<file path="src/verilog/aoc_pkg.sv">
// Constants, register map and carrier types of the auxiliary output control.
// Assumes a 32-bit register port with byte addresses and one aligned word per register.
package aoc_pkg;
    localparam int unsigned ADDR_W = 8;
    localparam int unsigned DATA_W = 32;
    localparam int unsigned NUM_BLK = 4;
    localparam int unsigned NUM_REC = 2;

    localparam logic [7:0] OFF_CTRL = 8'h00;
    localparam logic [7:0] OFF_LIM1_SRC = 8'h04;
    localparam logic [7:0] OFF_LIM2_SRC = 8'h08;
    localparam logic [7:0] OFF_REC_FEED = 8'h0C;
    localparam logic [7:0] OFF_REC1_MIN = 8'h10;
    localparam logic [7:0] OFF_REC1_MAX = 8'h14;
    localparam logic [7:0] OFF_REC2_MIN = 8'h18;
    localparam logic [7:0] OFF_REC2_MAX = 8'h1C;
    localparam logic [7:0] OFF_STATUS = 8'h20;

    localparam int unsigned CTRL_REC_EN = 0;
    localparam int unsigned CTRL_REF_EN = 2;
    localparam int unsigned CTRL_TRIG_EN = 3;
    localparam int unsigned CTRL_LIM_EN = 4;
    localparam int unsigned CTRL_LIM_POL = 6;
    localparam int unsigned SRC_BLK_LSB = 0;
    localparam int unsigned SRC_MODE_LSB = 2;
    localparam int unsigned ST_REFUSED = 0;
    localparam int unsigned ST_LIM_LVL = 1;
    localparam int unsigned ST_REC_OK = 3;

    localparam logic [31:0] DBM_LO = 32'hFFFFC568;
    localparam logic [31:0] DBM_HI = 32'h000007D0;
    localparam logic [31:0] PCT_HI = 32'h00002710;
    localparam int unsigned W_MANT_LSB = 0;
    localparam int unsigned W_EXP_LSB = 10;
    localparam logic [9:0] W_MANT_LO = 10'h001;
    localparam logic [9:0] W_MANT_HI = 10'h3E8;
    localparam logic [4:0] W_EXP_HI = 5'h0E;
    localparam logic [16:0] W_TOP_ZERO = 17'h00000;

    localparam logic [31:0] RST_REC_MIN = DBM_LO;
    localparam logic [31:0] RST_REC_MAX = DBM_HI;
    localparam logic [1:0] RST_FEED = 2'h0;
    localparam logic [1:0] RST_BLK = 2'h0;

    typedef enum logic [1:0] {
        AOC_UNIT_DBM = 2'h0,
        AOC_UNIT_WATT = 2'h1,
        AOC_UNIT_PCT = 2'h2,
        AOC_UNIT_BAD = 2'h3
    } aoc_unit_type;

    typedef enum logic [1:0] {
        AOC_SRC_NONE = 2'h0,
        AOC_SRC_LOWER = 2'h1,
        AOC_SRC_UPPER = 2'h2,
        AOC_SRC_EITHER = 2'h3
    } aoc_mode_type;

    typedef struct packed {
        aoc_mode_type mode;
        logic [1:0] blk;
    } aoc_src_type;

    typedef struct packed {
        logic en;
        logic [1:0] feed;
        logic [31:0] min;
        logic [31:0] max;
    } aoc_rec_cfg_type;

    typedef struct packed {
        logic [1:0] rec_en;
        logic ref_en;
        logic trig_en;
        logic [1:0] lim_en;
        logic [1:0] lim_pol;
        aoc_src_type [1:0] src;
        logic [1:0][31:0] min;
        logic [1:0][31:0] max;
        logic refused;
        logic [31:0] rd_data;
    } aoc_main_type;

    typedef struct packed {
        logic out;
    } aoc_drv_type;

    typedef struct packed {
        logic [1:0][1:0] feed;
    } aoc_feed_type;
endpackage

</file>
<file path="src/verilog/aoc_feed_store.sv">
// Recorder source selection store, kept across the functional reset.
// Assumes only the power-on reset clears it; the main reset leaves it alone.
`timescale 1ns/1ps
module aoc_feed_store (
    // Clock and power-on reset.
    input logic mclk_i,
    input logic por_n_i,
    // Write port.
    input logic wr_i,
    input logic [3:0] wr_data_i,
    // Stored selection.
    output logic [1:0][1:0] feed_o
);
    aoc_pkg::aoc_feed_type st_r;
    aoc_pkg::aoc_feed_type st_nxt;

    always_comb begin
        st_nxt = st_r;
        if (wr_i) begin
            st_nxt.feed = wr_data_i;
        end
    end

    always_ff @(posedge mclk_i or negedge por_n_i) begin
        if (!por_n_i) begin
            st_r.feed <= {aoc_pkg::RST_FEED, aoc_pkg::RST_FEED};
        end else begin
            st_r <= st_nxt;
        end
    end

    assign feed_o = st_r.feed;
endmodule

</file>
<file path="src/verilog/aoc_limit_drv.sv">
// Drives one limit-fail output from the selected measurement block limit test.
// Assumes the fail inputs are synchronous levels from the limit test logic.
`timescale 1ns/1ps
module aoc_limit_drv (
    // Clock and reset.
    input logic mclk_i,
    input logic arst_n_i,
    // Settings.
    input logic en_i,
    input logic pol_high_i,
    input aoc_pkg::aoc_src_type src_i,
    // Limit test results.
    input logic [3:0] lower_fail_i,
    input logic [3:0] upper_fail_i,
    // Pin level.
    output logic out_o
);
    aoc_pkg::aoc_drv_type st_r;
    aoc_pkg::aoc_drv_type st_nxt;
    logic fail;

    always_comb begin
        fail = 1'b0;
        case (src_i.mode)
            aoc_pkg::AOC_SRC_LOWER: fail = lower_fail_i[src_i.blk];
            aoc_pkg::AOC_SRC_UPPER: fail = upper_fail_i[src_i.blk];
            aoc_pkg::AOC_SRC_EITHER: begin
                fail = lower_fail_i[src_i.blk] | upper_fail_i[src_i.blk];
            end
            default: fail = 1'b0;
        endcase
        st_nxt.out = !pol_high_i;
        if (en_i && fail) begin
            st_nxt.out = pol_high_i;
        end
    end

    always_ff @(posedge mclk_i or negedge arst_n_i) begin
        if (!arst_n_i) begin
            st_r.out <= 1'b1;
        end else begin
            st_r <= st_nxt;
        end
    end

    assign out_o = st_r.out;
endmodule

</file>
<file path="src/verilog/aoc_aux_ctrl.sv">
// Auxiliary output control: recorder scaling, output enables and limit-fail pins.
// Assumes a register master on the same clock and synchronous limit test levels.
`timescale 1ns/1ps
module aoc_aux_ctrl (
    // Clock and resets.
    input logic mclk_i,
    input logic arst_n_i,
    input logic por_n_i,
    // Register port.
    input logic [7:0] addr_i,
    input logic [31:0] wr_data_i,
    input logic wr_i,
    input logic rd_i,
    output logic [31:0] rd_data_o,
    // Measurement blocks.
    input aoc_pkg::aoc_unit_type [3:0] unit_i,
    input logic [3:0] lower_fail_i,
    input logic [3:0] upper_fail_i,
    // Recorder settings.
    output aoc_pkg::aoc_rec_cfg_type [1:0] rec_cfg_o,
    // Rear-panel enables and pins.
    output logic ref_source_en_o,
    output logic trig_out_en_o,
    output logic limit_out_first_o,
    output logic limit_out_second_o
);
    aoc_pkg::aoc_main_type st_r;
    aoc_pkg::aoc_main_type st_nxt;
    logic [1:0][1:0] feed;
    logic feed_wr;
    logic refuse;
    logic [1:0] rec_ok;
    aoc_pkg::aoc_unit_type [1:0] rec_unit;

    // Checks a scale value against the range of the given unit.
    function automatic logic in_range(input aoc_pkg::aoc_unit_type u,
                                      input logic [31:0] v);
        logic ok;
        ok = 1'b0;
        if (u == aoc_pkg::AOC_UNIT_DBM) begin
            ok = ($signed(v) >= $signed(aoc_pkg::DBM_LO))
                && ($signed(v) <= $signed(aoc_pkg::DBM_HI));
        end else if (u == aoc_pkg::AOC_UNIT_WATT) begin
            ok = (v[31:15] == aoc_pkg::W_TOP_ZERO)
                && (v[aoc_pkg::W_MANT_LSB +: 10] >= aoc_pkg::W_MANT_LO)
                && (v[aoc_pkg::W_MANT_LSB +: 10] <= aoc_pkg::W_MANT_HI)
                && (v[aoc_pkg::W_EXP_LSB +: 5] <= aoc_pkg::W_EXP_HI);
        end else if (u == aoc_pkg::AOC_UNIT_PCT) begin
            ok = v <= aoc_pkg::PCT_HI;
        end
        return ok;
    endfunction

    // Packs a limit source for readback.
    function automatic logic [31:0] src_word(input aoc_pkg::aoc_src_type s);
        return {28'h0000000, s};
    endfunction

    aoc_feed_store u_feed (
        .mclk_i(mclk_i),
        .por_n_i(por_n_i),
        .wr_i(feed_wr),
        .wr_data_i(wr_data_i[3:0]),
        .feed_o(feed)
    );

    aoc_limit_drv u_lim_first (
        .mclk_i(mclk_i),
        .arst_n_i(arst_n_i),
        .en_i(st_r.lim_en[0]),
        .pol_high_i(st_r.lim_pol[0]),
        .src_i(st_r.src[0]),
        .lower_fail_i(lower_fail_i),
        .upper_fail_i(upper_fail_i),
        .out_o(limit_out_first_o)
    );

    aoc_limit_drv u_lim_second (
        .mclk_i(mclk_i),
        .arst_n_i(arst_n_i),
        .en_i(st_r.lim_en[1]),
        .pol_high_i(st_r.lim_pol[1]),
        .src_i(st_r.src[1]),
        .lower_fail_i(lower_fail_i),
        .upper_fail_i(upper_fail_i),
        .out_o(limit_out_second_o)
    );

    // The unit of each recorder follows its selected source block.
    always_comb begin
        for (int k = 0; k < 2; k++) begin
            rec_unit[k] = unit_i[feed[k]];
            rec_ok[k] = in_range(rec_unit[k], st_r.min[k])
                && in_range(rec_unit[k], st_r.max[k]);
        end
    end

    always_comb begin
        st_nxt = st_r;
        st_nxt.rd_data = '0;
        refuse = 1'b0;
        feed_wr = 1'b0;
        if (wr_i) begin
            if (addr_i == aoc_pkg::OFF_CTRL) begin
                st_nxt.rec_en = wr_data_i[aoc_pkg::CTRL_REC_EN +: 2];
                st_nxt.ref_en = wr_data_i[aoc_pkg::CTRL_REF_EN];
                st_nxt.trig_en = wr_data_i[aoc_pkg::CTRL_TRIG_EN];
                st_nxt.lim_en = wr_data_i[aoc_pkg::CTRL_LIM_EN +: 2];
                st_nxt.lim_pol = wr_data_i[aoc_pkg::CTRL_LIM_POL +: 2];
            end else if (addr_i == aoc_pkg::OFF_LIM1_SRC) begin
                if (wr_data_i[aoc_pkg::SRC_MODE_LSB +: 2] == aoc_pkg::AOC_SRC_NONE) begin
                    refuse = 1'b1;
                end else begin
                    st_nxt.src[0] = aoc_pkg::aoc_src_type'(wr_data_i[3:0]);
                end
            end else if (addr_i == aoc_pkg::OFF_LIM2_SRC) begin
                if (wr_data_i[aoc_pkg::SRC_MODE_LSB +: 2] == aoc_pkg::AOC_SRC_NONE) begin
                    refuse = 1'b1;
                end else begin
                    st_nxt.src[1] = aoc_pkg::aoc_src_type'(wr_data_i[3:0]);
                end
            end else if (addr_i == aoc_pkg::OFF_REC_FEED) begin
                feed_wr = 1'b1;
            end else if (addr_i == aoc_pkg::OFF_REC1_MIN) begin
                if (in_range(rec_unit[0], wr_data_i)) begin
                    st_nxt.min[0] = wr_data_i;
                end else begin
                    refuse = 1'b1;
                end
            end else if (addr_i == aoc_pkg::OFF_REC1_MAX) begin
                if (in_range(rec_unit[0], wr_data_i)) begin
                    st_nxt.max[0] = wr_data_i;
                end else begin
                    refuse = 1'b1;
                end
            end else if (addr_i == aoc_pkg::OFF_REC2_MIN) begin
                if (in_range(rec_unit[1], wr_data_i)) begin
                    st_nxt.min[1] = wr_data_i;
                end else begin
                    refuse = 1'b1;
                end
            end else if (addr_i == aoc_pkg::OFF_REC2_MAX) begin
                if (in_range(rec_unit[1], wr_data_i)) begin
                    st_nxt.max[1] = wr_data_i;
                end else begin
                    refuse = 1'b1;
                end
            end else if (addr_i == aoc_pkg::OFF_STATUS) begin
                if (wr_data_i[aoc_pkg::ST_REFUSED]) begin
                    st_nxt.refused = 1'b0;
                end
            end
        end
        if (refuse) begin
            st_nxt.refused = 1'b1;
        end
        if (rd_i) begin
            if (addr_i == aoc_pkg::OFF_CTRL) begin
                st_nxt.rd_data = {24'h000000, st_r.lim_pol, st_r.lim_en,
                    st_r.trig_en, st_r.ref_en, st_r.rec_en};
            end else if (addr_i == aoc_pkg::OFF_LIM1_SRC) begin
                st_nxt.rd_data = src_word(st_r.src[0]);
            end else if (addr_i == aoc_pkg::OFF_LIM2_SRC) begin
                st_nxt.rd_data = src_word(st_r.src[1]);
            end else if (addr_i == aoc_pkg::OFF_REC_FEED) begin
                st_nxt.rd_data = {28'h0000000, feed};
            end else if (addr_i == aoc_pkg::OFF_REC1_MIN) begin
                st_nxt.rd_data = st_r.min[0];
            end else if (addr_i == aoc_pkg::OFF_REC1_MAX) begin
                st_nxt.rd_data = st_r.max[0];
            end else if (addr_i == aoc_pkg::OFF_REC2_MIN) begin
                st_nxt.rd_data = st_r.min[1];
            end else if (addr_i == aoc_pkg::OFF_REC2_MAX) begin
                st_nxt.rd_data = st_r.max[1];
            end else if (addr_i == aoc_pkg::OFF_STATUS) begin
                st_nxt.rd_data = {27'h0000000, rec_ok, limit_out_second_o,
                    limit_out_first_o, st_r.refused};
            end else begin
                st_nxt.rd_data = '0;
            end
        end
    end

    always_ff @(posedge mclk_i or negedge arst_n_i) begin
        if (!arst_n_i) begin
            st_r.rec_en <= 2'h0;
            st_r.ref_en <= 1'b0;
            st_r.trig_en <= 1'b0;
            st_r.lim_en <= 2'h0;
            st_r.lim_pol <= 2'h0;
            st_r.src[0] <= {aoc_pkg::AOC_SRC_UPPER, aoc_pkg::RST_BLK};
            st_r.src[1] <= {aoc_pkg::AOC_SRC_UPPER, aoc_pkg::RST_BLK};
            st_r.min[0] <= aoc_pkg::RST_REC_MIN;
            st_r.min[1] <= aoc_pkg::RST_REC_MIN;
            st_r.max[0] <= aoc_pkg::RST_REC_MAX;
            st_r.max[1] <= aoc_pkg::RST_REC_MAX;
            st_r.refused <= 1'b0;
            st_r.rd_data <= '0;
        end else begin
            st_r <= st_nxt;
        end
    end

    // The recorder drive receives enable, source and both scale limits.
    always_comb begin
        for (int k = 0; k < 2; k++) begin
            rec_cfg_o[k].en = st_r.rec_en[k];
            rec_cfg_o[k].feed = feed[k];
            rec_cfg_o[k].min = st_r.min[k];
            rec_cfg_o[k].max = st_r.max[k];
        end
    end

    assign rd_data_o = st_r.rd_data;
    assign ref_source_en_o = st_r.ref_en;
    assign trig_out_en_o = st_r.trig_en;
endmodule

</file>
<file path="config.mk">
export PLATFORM = sky130hd
export DESIGN_NAME = aoc_aux_ctrl
export DESIGN_NICKNAME = d
export VERILOG_FILES = /design/src/verilog/aoc_pkg.sv /design/src/verilog/aoc_feed_store.sv /design/src/verilog/aoc_limit_drv.sv /design/src/verilog/aoc_aux_ctrl.sv
export SDC_FILE = /design/constraint.sdc
export NUM_CORES = 1
export LEC_CHECK = 0
export BUFFER_PORTS_ARGS = -buffer_cell sky130_fd_sc_hd__buf_2
export CORE_ASPECT_RATIO = 0.6
export CORE_MARGIN = 1
export CORE_UTILIZATION = 45
export CTS_CLUSTER_SIZE = 24
export DETAILED_ROUTE_END_ITERATION = 16
export PLACE_DENSITY = 0.7
export REMOVE_ABC_BUFFERS = 1
export SLEW_MARGIN = 20
export SYNTH_ARGS = -nofsm -noshare
export SYNTH_HDL_FRONTEND = slang
export SYNTH_SLANG_ARGS = --single-unit
</file>
<file path="constraint.sdc">
create_clock -name mclk_i -period 6.6 [get_ports mclk_i]
set_input_delay 1.32 -clock mclk_i [delete_from_list [all_inputs] [get_ports mclk_i]]
set_output_delay 1.32 -clock mclk_i [all_outputs]
set_load 0.05 [all_outputs]
</file>
==> metrics.txt, run 1 <==
Die Footprint between 0.02 and 0.025 mm^2; number of cells on the critical path 7; vias per cell just over 6; simple-gate share of the synthesized area ~12%; final hold violation count 0; fraction of layout instances using a drive strength above 1 between 40% and 50%; maximum achievable frequency roughly 0.23 GHz; maximum ir drop on the vdd rail around 0.00014 V; layout overhead on the synthesized area 6.78%; Vert. Die Dim 122 um; GRT Overall Usage about 27%; depth of the worst register-to-register path 6; switching power just under 0.6 mW; worst-path fanout max 57; combinational family with the most area after synthesis multiplexers; worst hold stages 1; Rows 43; actual transition at the worst max-transition pin 1080 ps; fraction of the mapped netlist area in adder cells 0%; DR DRC count 0; largest stage delay on the critical path roughly 730 ps; remaining antenna violation count after routing 0; endpoint type of the worst setup path flop; worst path cell trace buf_2 -> nand3_1 -> nor4_1 -> a21oi_2 -> o31ai_4 -> nand4_4 -> mux2_1; maximum number of pins on one net before global-route repair 90; CP startpoint kind input port; relative contribution of combinational cells to total power 6.6%; overall routed net length 33800 um; total iterations of the first detailed-routing run 5; buffers plus inverters on the worst setup path 1; number of global-route vias before repair around 7700; total number of nets in the final design around 1100; setup skew after layout about 17 ps; standby leakage power between 5 and 6 nW; flip-flop cell with the highest count after synthesis sky130_fd_sc_hd__dfrtp_1; Maximum Capacitance Violations 0; synthesized netlist cell count a little under 1000; max-slew headroom at the worst pin 28.2%; routability-driven placement congestion ratio 0.921; proportion of power drawn by flip-flops and latches roughly half; share of the yosys chip area belonging to registers a little over two fifths; Post-DP HPWL between 20000 and 30000 um; part of the power in the clock network 44.1%; Congestion Overflow GR 0; share of synthesized registers carrying an async set or reset 100%; routed via count 8268; cell at the root of the clock tree sky130_fd_sc_hd__clkbuf_16; total cell area at the placement stage 0.0110 mm^2; number of unique standard cell types used by synthesis 70; die width roughly 200 um; Hold Buf Count CTS 0; count of warnings emitted by yosys 0; number of filler cells placed in the layout 2152; setup repair after global routing missed its margin no; area of the core around 0.023 mm^2; Final Slew Violations 0; average cell area after synthesis 11.1 um^2; Iter 0 DRT Violations roughly 930; CTS tree built; shortest clock period the worst path allows after layout between 4000 and 5000 ps; endpoint arrival time on the critical path 4590 ps; fraction of the cycle the final worst path needs approximately 65%; deepest level of the CTS H-tree 4; total of buffers placed on input and output ports 230; count of pins on the block boundary roughly 230; flip-flop and latch count after synthesis 183; critical-path cell with the highest stage delay sky130_fd_sc_hd__buf_2; number of synthesized flops with an enable pin 0; Critical Path RT ~6900 ps; kind of critical path input port to flop; fraction of power spent switching nets about a quarter; run status finished clean; final total negative setup slack 0 ps; # setup viols final 0; Max Root-Sink Buffers 2; Int Power 1.73 mW; total CTS buffers 17; kind of cell adding the most delay to the critical path simple AND/OR/NAND/NOR gates; global-route wire length before repair between 50000 and 60000 um; clk_lat worst skew between 400 and 500 ps; antenna violations before repair 1; Post-Synthesis Cell Area between 0.01 and 0.015 mm^2; path category of the worst min-delay check flop to flop; fin area around 0.012 mm^2; cells resized by post-CTS repair 0; post-synthesis mux area share 20.9%; power density relative to cell area around 200 mW/mm^2; setup repair bufs after CTS 0; routed wire length per instance 25.0 um; clock transition at the registers of the reported paths about 70 ps; xor and xnor fraction of the mapped netlist area 0.161%; initial cell density of the core 46.5%; sinks on the clock net 183; compound-gate portion of the synthesized area 9.83%
==> worst reg2reg max path: cells and delay by family (launching register included) <==
family                 cells  cell delay, ps
DFF                        1             500
and+or+nand+nor            2            1230
muxes                      2            1120
AOI/OAI and AO/OA          1             240
buffers and inverters      1             120
==> worst paths after layout <==
path / from / endpoint / slack [ps]
max reg2reg: u_feed.feed_o[0] / rec_cfg_o[32] / 3270
max: wr_data_i[31] / rec_cfg_o[80] / 2330
min: st_r[169] / u_lim_first.out_o / 480
min in group asynchronous: por_n_i / u_feed.feed_o[0] / 670
max in group asynchronous: arst_n_i / rec_cfg_o[30] / 4360
min reg2reg: st_r[169] / u_lim_first.out_o / 480
==> stage by stage <==
stage | hold WS, ps | setup slack [ps] | total power, mW | instances | util, %
finish | 476 | 2330 | 2.31 | 1353 | 49.7
global route | 494 | 2070 | 2.39 | 1352 | 49.6
CTS | 468 | 2310 | 2.33 | 1352 | 49.6
detailed placement | 456 | 1860 | 1.31 | 1320 | 47.1
global placement | 451 | 2000 | 1.31 | 1320 | 47.1
floorplan | 423 | 2560 | 1.21 | 767 | -
==> per-layer routing <==
layer	share of wire [%]	vias to the layer above	track usage, %
li1	-	3579	-
met1	47	4203	42.7
met2	39	462	35.0
met3	13	24	10.5
met4	0.92	0	4.93
met5	0	-	0
==> power by group through the flow <==
stage | combinational, mW | clock, mW | sequential (mW)
final | 0.153 | 1.02 | 1.14
after global routing | 0.163 | 1.08 | 1.14
after CTS | 0.152 | 1.03 | 1.14
after detailed placement | 0.152 | 0 | 1.16
after global placement | 0.149 | 0 | 1.16
after floorplan | 0.0406 | 0 | 1.17
==> final cells by class <==
class | instances | area, um^2 | share of cell area, %
clock inverter | 11 | 110 | 0.947
clock buffer | 21 | 470 | 4.05
inverter | 9 | 33.8 | 0.291
multi-input combinational | 575 | 4740 | 40.8
sequential | 183 | 4660 | 40.1
tap | 315 | 394 | 3.39
timing repair buffer | 238 | 1220 | 10.5
antenna | 1 | 2.50 | 0.0215
==> flip-flops by register name, indices dropped and copies added, names as in the netlist <==
signal / count
rd_data_o: 32
rec_cfg_o: 130
ref_source_en_o: 1
st_r: 13
trig_out_en_o: 1
u_feed.feed_o: 4
u_lim_first.out_o: 1
u_lim_second.out_o: 1
==> layout by cell type, fill, tap and decap left out, types with 11 or more instances in the layout <==
master / Yosys / layout
sky130_fd_sc_hd__clkbuf_16: 0 / 17
sky130_fd_sc_hd__nor3_1: 20 / 20
sky130_fd_sc_hd__nand3_1: 18 / 18
sky130_fd_sc_hd__buf_2: 5 / 229
sky130_fd_sc_hd__mux2_2: 63 / 63
sky130_fd_sc_hd__nand2_1: 46 / 46
sky130_fd_sc_hd__dfstp_2: 62 / 62
sky130_fd_sc_hd__mux2i_1: 21 / 21
sky130_fd_sc_hd__a21oi_1: 25 / 25
sky130_fd_sc_hd__nor2b_1: 11 / 11
sky130_fd_sc_hd__o221ai_1: 19 / 19
sky130_fd_sc_hd__dfrtp_1: 121 / 121
sky130_fd_sc_hd__o21ai_0: 35 / 35
sky130_fd_sc_hd__nand4_1: 28 / 28
sky130_fd_sc_hd__nor2_1: 35 / 35
sky130_fd_sc_hd__mux2_4: 44 / 44
sky130_fd_sc_hd__or4_1: 12 / 12
sky130_fd_sc_hd__nor4_1: 35 / 35
sky130_fd_sc_hd__mux2_1: 46 / 46
==> synth_stat cells, drive strengths merged, types with 5 or more instances <==
cell type | count | area (um^2)
and3 | 6 | 37.5
nor3 | 20 | 100
mux2i | 21 | 210
o31ai | 5 | 51.3
o221ai | 19 | 166
a211oi | 7 | 52.6
o22ai | 8 | 50.1
nor2 | 35 | 131
inv | 9 | 33.8
and4 | 6 | 52.6
dfstp | 62 | 1630
dfrtp | 121 | 3030
or3 | 7 | 43.8
mux4 | 8 | 180
buf | 181 | 1350
mux2 | 153 | 1890
nand2 | 46 | 173
clkbuf | 30 | 113
o21ai | 37 | 189
nand3 | 18 | 90.1
nand4 | 31 | 230
or4 | 12 | 90.1
nor4 | 36 | 231
a22o | 5 | 43.8
nor2b | 11 | 68.8
a21oi | 26 | 134
==> cells by family after synthesis <==
logic type,Yosys count
flops,183
mux,182
compound gates,150
xor+xnor,2
buf+inv,220
simple gates,241
Power figures use the tool's default switching activity.
==> run 2, diff against run 1 <==
--- a/config.mk
+++ b/config.mk
@@ -5,13 +5,14 @@
 export SDC_FILE = /design/constraint.sdc
 export NUM_CORES = 1
 export LEC_CHECK = 0
+export ABC_AREA = 1
 export BUFFER_PORTS_ARGS = -buffer_cell sky130_fd_sc_hd__buf_2
 export CORE_ASPECT_RATIO = 0.6
 export CORE_MARGIN = 1
 export CORE_UTILIZATION = 45
 export CTS_CLUSTER_SIZE = 24
 export DETAILED_ROUTE_END_ITERATION = 16
-export PLACE_DENSITY = 0.7
+export PLACE_DENSITY = 0.72
 export REMOVE_ABC_BUFFERS = 1
 export SLEW_MARGIN = 20
 export SYNTH_ARGS = -nofsm -noshare
==> constraint.sdc (replaced) <==
create_clock -name mclk_i -period 3.9 [get_ports mclk_i]
set_input_delay 0.78 -clock mclk_i [delete_from_list [all_inputs] [get_ports mclk_i]]
set_output_delay 0.78 -clock mclk_i [all_outputs]
set_load 0.05 [all_outputs]
==> metrics.txt, run 2 <==
run status finished clean; Die Footprint about 0.027 mm^2; most numerous cell in the Yosys netlist sky130_fd_sc_hd__nand2_1; fraction of layout instances using a drive strength above 1 between 20% and 30%; maximum number of pins on one net before global-route repair just under 70; most area-hungry cell type in the Yosys netlist sky130_fd_sc_hd__dfrtp_1; Critical Path RT 4210 ps; Maximum Capacitance Violations 0; number of filler cells placed in the layout approximately 2500; commonest cells after routing, fill and taps aside sky130_fd_sc_hd__nand2_1 (343), sky130_fd_sc_hd__buf_2 (229), sky130_fd_sc_hd__nor2_1 (170), sky130_fd_sc_hd__inv_1 (156), sky130_fd_sc_hd__dfrtp_1 (121); cell at the root of the clock tree sky130_fd_sc_hd__clkbuf_16; antenna violations before repair 2; area of the core 0.0255 mm^2; GRT Overall Usage 31.5%; fraction of the cycle the final worst path needs ~70%; final hold violation count 0; sinks on the clock net 183; number of synthesized flops with an enable pin 0; Vert. Die Dim 127 um; # setup viols final 0; setup repair bufs after CTS 0; worst-path fanout max 39; endpoint type of the worst setup path flop; routed wire length per instance 21.2 um; die width 211 um; dpl cells roughly 2000; Max Root-Sink Buffers 2; Iter 0 DRT Violations 1379; count of pins on the block boundary 231; overall power after layout around 4.1 mW; flip-flop and latch count after synthesis around 180; max-slew headroom at the worst pin about half; flip-flop cell with the highest count after synthesis sky130_fd_sc_hd__dfrtp_1; number of global-route vias before repair a little over 10000; Post-Synthesis Cell Area roughly 0.012 mm^2; layout overhead on the synthesized area 7.18%; Rows 45; overall routed net length ~42000 um; maximum ir drop on the vdd rail about 0.00028 V; power density relative to cell area approximately 330 mW/mm^2; count of warnings emitted by yosys 0; most common cell type on the critical path sky130_fd_sc_hd__nand3_2; cells taking the most area after synthesis sky130_fd_sc_hd__dfrtp_1 (26%), sky130_fd_sc_hd__dfstp_2 (14%), sky130_fd_sc_hd__nand2_1 (11%); number of standard cells in the layout, taps in and fillers out ~2000; endpoint arrival time on the critical path 3050 ps; remaining antenna violation count after routing 0; setup repair after global routing missed its margin no; kind of critical path input port to flop; setup skew after layout about 11 ps; Congestion Overflow GR 0; worst path cell trace buf_2 -> inv_2 -> nand2_2 -> nor4_4 -> nand3_2 -> nor3_1 -> nand3b_2 -> nand3_2 -> nand2_4 -> nand3_4 -> buf_12 -> nand2_1 -> o21ai_2; standby leakage power ~6.2 nW; global-route wire length before repair 62900 um; path category of the worst min-delay check input port to asynchronous set/reset pin; deepest level of the CTS H-tree 4; average cell area after synthesis 7.52 um^2; number of unique standard cell types used by synthesis 51; Synth top cells by count sky130_fd_sc_hd__nand2_1 (343), sky130_fd_sc_hd__nor2_1 (170), sky130_fd_sc_hd__buf_4 (163); share of synthesized registers carrying an async set or reset 100%; actual transition at the worst max-transition pin between 700 and 800 ps; clk_lat worst skew 440 ps; synthesized netlist cell count roughly 1600; share of the yosys chip area belonging to registers between 30% and 40%; Hold Buf Count CTS 0; initial cell density of the core between 40 and 50%; DR DRC count 0; Final Slew Violations 0; final total negative setup slack 0 ps; CP startpoint kind input port; critical-path cell with the highest stage delay sky130_fd_sc_hd__nand3_4; total of buffers placed on input and output ports 230; total iterations of the first detailed-routing run 6; largest stage delay on the critical path 410 ps; share of Yosys cell area claimed by the top area cell type 25.7%; vias per cell roughly 5.6; total CTS buffers 17; routability-driven placement congestion ratio about 0.95; cells resized by post-CTS repair 0; post-layout util between 40 and 50%; number of flip-flops in the largest register between 100 and 150; Post-DP HPWL between 30000 and 40000 um; depth of the worst register-to-register path 13; total number of nets in the final design roughly 1700; CTS tree built; shortest clock period the worst path allows after layout 2730 ps; clock transition at the registers of the reported paths 70 ps; routed via count between 10000 and 15000; maximum achievable frequency around 0.37 GHz; most frequent standard cell in the layout excluding fill and tap cells sky130_fd_sc_hd__nand2_1
-- run 2: final timing paths --
check / slack [ps] / from / end
setup / recovery: 1170 / wr_data_i[24] / rec_cfg_o[108]
hold / removal: 140 / por_n_i / u_feed.feed_o[1]
setup reg to reg: 1220 / u_feed.feed_o[0] / rec_cfg_o[60]
hold reg to reg: 480 / st_r[169] / u_lim_first.out_o
max in group asynchronous: 2730 / arst_n_i / rec_cfg_o[116]
min in group mclk_i: 480 / st_r[169] / u_lim_first.out_o
-- run 2: area by class of cell --
class / count / area [um^2] / area share, %
Clock buffer: 17 / 425 / 3.37
Sequential cell: 183 / 4660 / 36.8
Antenna cell: 2 / 5.00 / 0.0396
Inverter: 171 / 642 / 5.08
Timing Repair Buffer: 248 / 1330 / 10.5
Multi-Input combinational cell: 1004 / 4960 / 39.2
Tap cell: 352 / 440 / 3.48
Clock inverter: 15 / 186 / 1.47
-- run 2: critical path, delay by kind of cell --
family | cells | cell delay [ps]
and+or+nand+nor | 9 | 1610
buffers and inverters | 3 | 590
AOI/OAI and AO/OA | 1 | 50
-- run 2: cell families after synthesis --
| family | share of synthesized area [%] |
|---|---|
| AND/OR/NAND/NOR | 26.8 |
| AO/OA/AOI/OAI | 15.0 |
| XOR/XNOR | 0.149 |
| flip-flops | 39.5 |
| buffers and inverters | 18.5 |
-- run 2: per-layer routing --
| layer | wire length, um | track usage, % |
|---|---|---|
| met1 | 19600 | 49.6 |
| met5 | 0 | 0 |
| met4 | 392 | 5.80 |
| met2 | 16400 | 40.1 |
| met3 | 5950 | 11.4 |
-- run 2: power breakdown --
part           internal, mW  total (mW)  leakage [nW]  switching, mW
Combinational        0.0863       0.352          3.61          0.265
Sequential             1.92        1.95          2.33         0.0301
Clock                 0.973        1.81         0.293          0.838
-- run 2: per-stage QoR --
step	area (um^2)	setup WS [ps]	hold slack (ps)
floorplan	10300	795	429
global placement	12000	731	472
detailed placement	12000	776	476
CTS	12600	1220	128
global route	12600	966	126
finish	12600	1170	137
==> run 3, diff against run 2 <==
--- a/config.mk
+++ b/config.mk
@@ -5,7 +5,7 @@
 export SDC_FILE = /design/constraint.sdc
 export NUM_CORES = 1
 export LEC_CHECK = 0
-export ABC_AREA = 1
+export ABC_AREA = 0
 export BUFFER_PORTS_ARGS = -buffer_cell sky130_fd_sc_hd__buf_2
 export CORE_ASPECT_RATIO = 0.6
 export CORE_MARGIN = 1
==> constraint.sdc (replaced) <==
create_clock -name mclk_i -period 2.3 [get_ports mclk_i]
set_input_delay 0.46 -clock mclk_i [delete_from_list [all_inputs] [get_ports mclk_i]]
set_output_delay 0.46 -clock mclk_i [all_outputs]
set_load 0.05 [all_outputs]
==> metrics.txt, run 3 (same netlist as run 1, synthesis figures left out) <==
Iter 0 DRT Violations approximately 1000; Die Footprint between 0.02 and 0.025 mm^2; CTS tree built; FF-to-FF setup slack -210 ps; most frequent standard cell in the layout excluding fill and tap cells sky130_fd_sc_hd__buf_2; Max Root-Sink Buffers 2; amount of wire on met2 after detailed routing 15500 um; worst path cell trace buf_2 -> nor4_2 -> nand3_4 -> buf_6 -> nor4b_4 -> buf_4 -> a22oi_2 -> o21ai_2 -> and4_4 -> buf_12 -> buf_12 -> mux2_4; Post-DP HPWL ~28000 um; area of the core 0.0234 mm^2; Rows 43; routed via count about 9300; deepest level of the CTS H-tree 4; Final Slew Violations 0; critical-path cell with the highest stage delay sky130_fd_sc_hd__nor4_2; number of standard cells in the layout, taps in and fillers out between 1500 and 2000; CP startpoint kind input port; clock transition at the registers of the reported paths approximately 70 ps; count of pins on the block boundary about 230; path category of the worst min-delay check input port to flop; vias per cell roughly 6; Post-Route M1 WL 17800 um; highest signal layer in the routed design met4; global-route wire length before repair roughly 56000 um; dpl cells about 1500; Congestion Overflow GR 0; final total negative setup slack -27150 ps; layout overhead on the synthesized area 28.0%; Setup WS post-layout -277 ps; total CTS buffers 17; initial cell density of the core ~47%; violations in the final reports setup timing; sum of met3 wire segment lengths after detailed routing around 4800 um; actual transition at the worst max-transition pin about 600 ps; number of flip-flops in the largest register 130; multi-input combinational cell area between 0.005 and 0.006 mm^2; # setup viols final around 130; kind of cell adding the most delay to the critical path simple AND/OR/NAND/NOR gates; number of filler cells placed in the layout a little under 2000; GRT Overall Usage 30.7%; routed wire length per instance approximately 25 um; sequential cell area between 0.004 and 0.005 mm^2; worst-path fanout max 6; diode count 0; Setup WS pre-CTS -941 ps; most common cell type on the critical path sky130_fd_sc_hd__buf_12; power density relative to cell area slightly above 500 mW/mm^2; standby leakage power just over 7 nW; kind of critical path input port to flop; setup repair after global routing missed its margin yes; max-slew headroom at the worst pin 59.5%; commonest cells after routing, fill and taps aside sky130_fd_sc_hd__buf_2 (229), sky130_fd_sc_hd__buf_4 (166), sky130_fd_sc_hd__dfrtp_1 (119), sky130_fd_sc_hd__mux2_4 (108), sky130_fd_sc_hd__dfstp_2 (62); maximum achievable frequency 0.388 GHz; number of global-route vias before repair slightly below 9000; endpoint type of the worst setup path flop; shortest clock period the worst path allows after layout around 2600 ps; final hold violation count 0; overall routed net length between 30000 and 40000 um; fraction of layout instances using a drive strength above 1 58.7%; Vert. Die Dim roughly 120 um; antenna violations before repair 0; total number of nets in the final design between 1000 and 1500; total cell area at the placement stage ~0.012 mm^2; total of buffers placed on input and output ports 230; fin area 0.0139 mm^2; routability-driven placement congestion ratio 0.968; die width between 200 and 250 um; Maximum Capacitance Violations 0; total iterations of the first detailed-routing run 6; maximum ir drop on the vdd rail 0.000393 V; Critical Path RT roughly 2600 ps; clk_lat worst skew 450 ps; largest stage delay on the critical path 500 ps; sinks on the clock net between 150 and 200; remaining antenna violation count after routing 0; cell at the root of the clock tree sky130_fd_sc_hd__clkbuf_16; maximum number of pins on one net before global-route repair 56; fraction of the cycle the final worst path needs 112%; buffers plus inverters on the worst setup path 5; DR DRC count 0; endpoint arrival time on the critical path 2910 ps; Fin Hold WS around 280 ps; setup skew after layout 9.03 ps; run status finished with violations
## run 3: per-layer routing
| metal | up-vias | GRT usage, % |
|---|---|---|
| met5 | - | 0 |
| met4 | 0 | 6.67 |
| met3 | 49 | 11.9 |
| met2 | 526 | 40.9 |
| met1 | 4747 | 46.1 |
| li1 | 3974 | - |
## run 3: final cells by class
class | instances | area share [%]
multi-input cells | 575 | 37.4
flip-flops and latches | 183 | 33.4
repair buffers | 429 | 21.4
clock buffers | 20 | 3.28
well taps | 315 | 2.83
clock inverters | 12 | 1.43
inverters | 9 | 0.242
## run 3: path summary, 6_finish.rpt
| path | startpoint | to | depth (start not counted) |
|---|---|---|---|
| worst max register to register | u_feed.feed_o[0] | rec_cfg_o[43] | 9 |
| worst max-delay path | wr_data_i[22] | rec_cfg_o[43] | 12 |
| worst min-delay path | wr_data_i[26] | rec_cfg_o[26] | 2 |
| max in group asynchronous | arst_n_i | rec_cfg_o[125] | 3 |
| min in group asynchronous | por_n_i | u_feed.feed_o[2] | 2 |
| worst min register to register | st_r[164] | st_r[164] | 2 |
## run 3: repair_timing
action,CTS,global route
gates resized for setup,77,60
endpoints found under the hold margin,36,0
gates cloned,6,5
buffers inserted,12,7
hold buffers,2,0
pin swaps,8,16
endpoints found under the setup margin,131,131
## run 3: through the flow
step	utilization [%]	power [mW]
2_1_floorplan	-	3.48
6_report	59.5	7.19
3_3_place_gp	52.9	3.86
3_5_place_dp	52.9	3.87
4_1_cts	58.2	7.18
5_1_grt	59.5	7.37
## run 3: worst register-to-register path, delay by kind of cell (launching register included)
family	cells	cell delay (ps)
buffers and inverters	3	450
multiplexers	2	960
flip-flops	1	410
AND/OR/NAND/NOR	2	420
AO/OA/AOI/OAI	2	160
## run 3: power by group
group	internal (mW)	switching, mW	total [mW]
logic	0.241	0.368	0.609
registers	3.25	0.0247	3.27
clock network	1.98	1.32	3.31
total	5.48	1.71	7.19
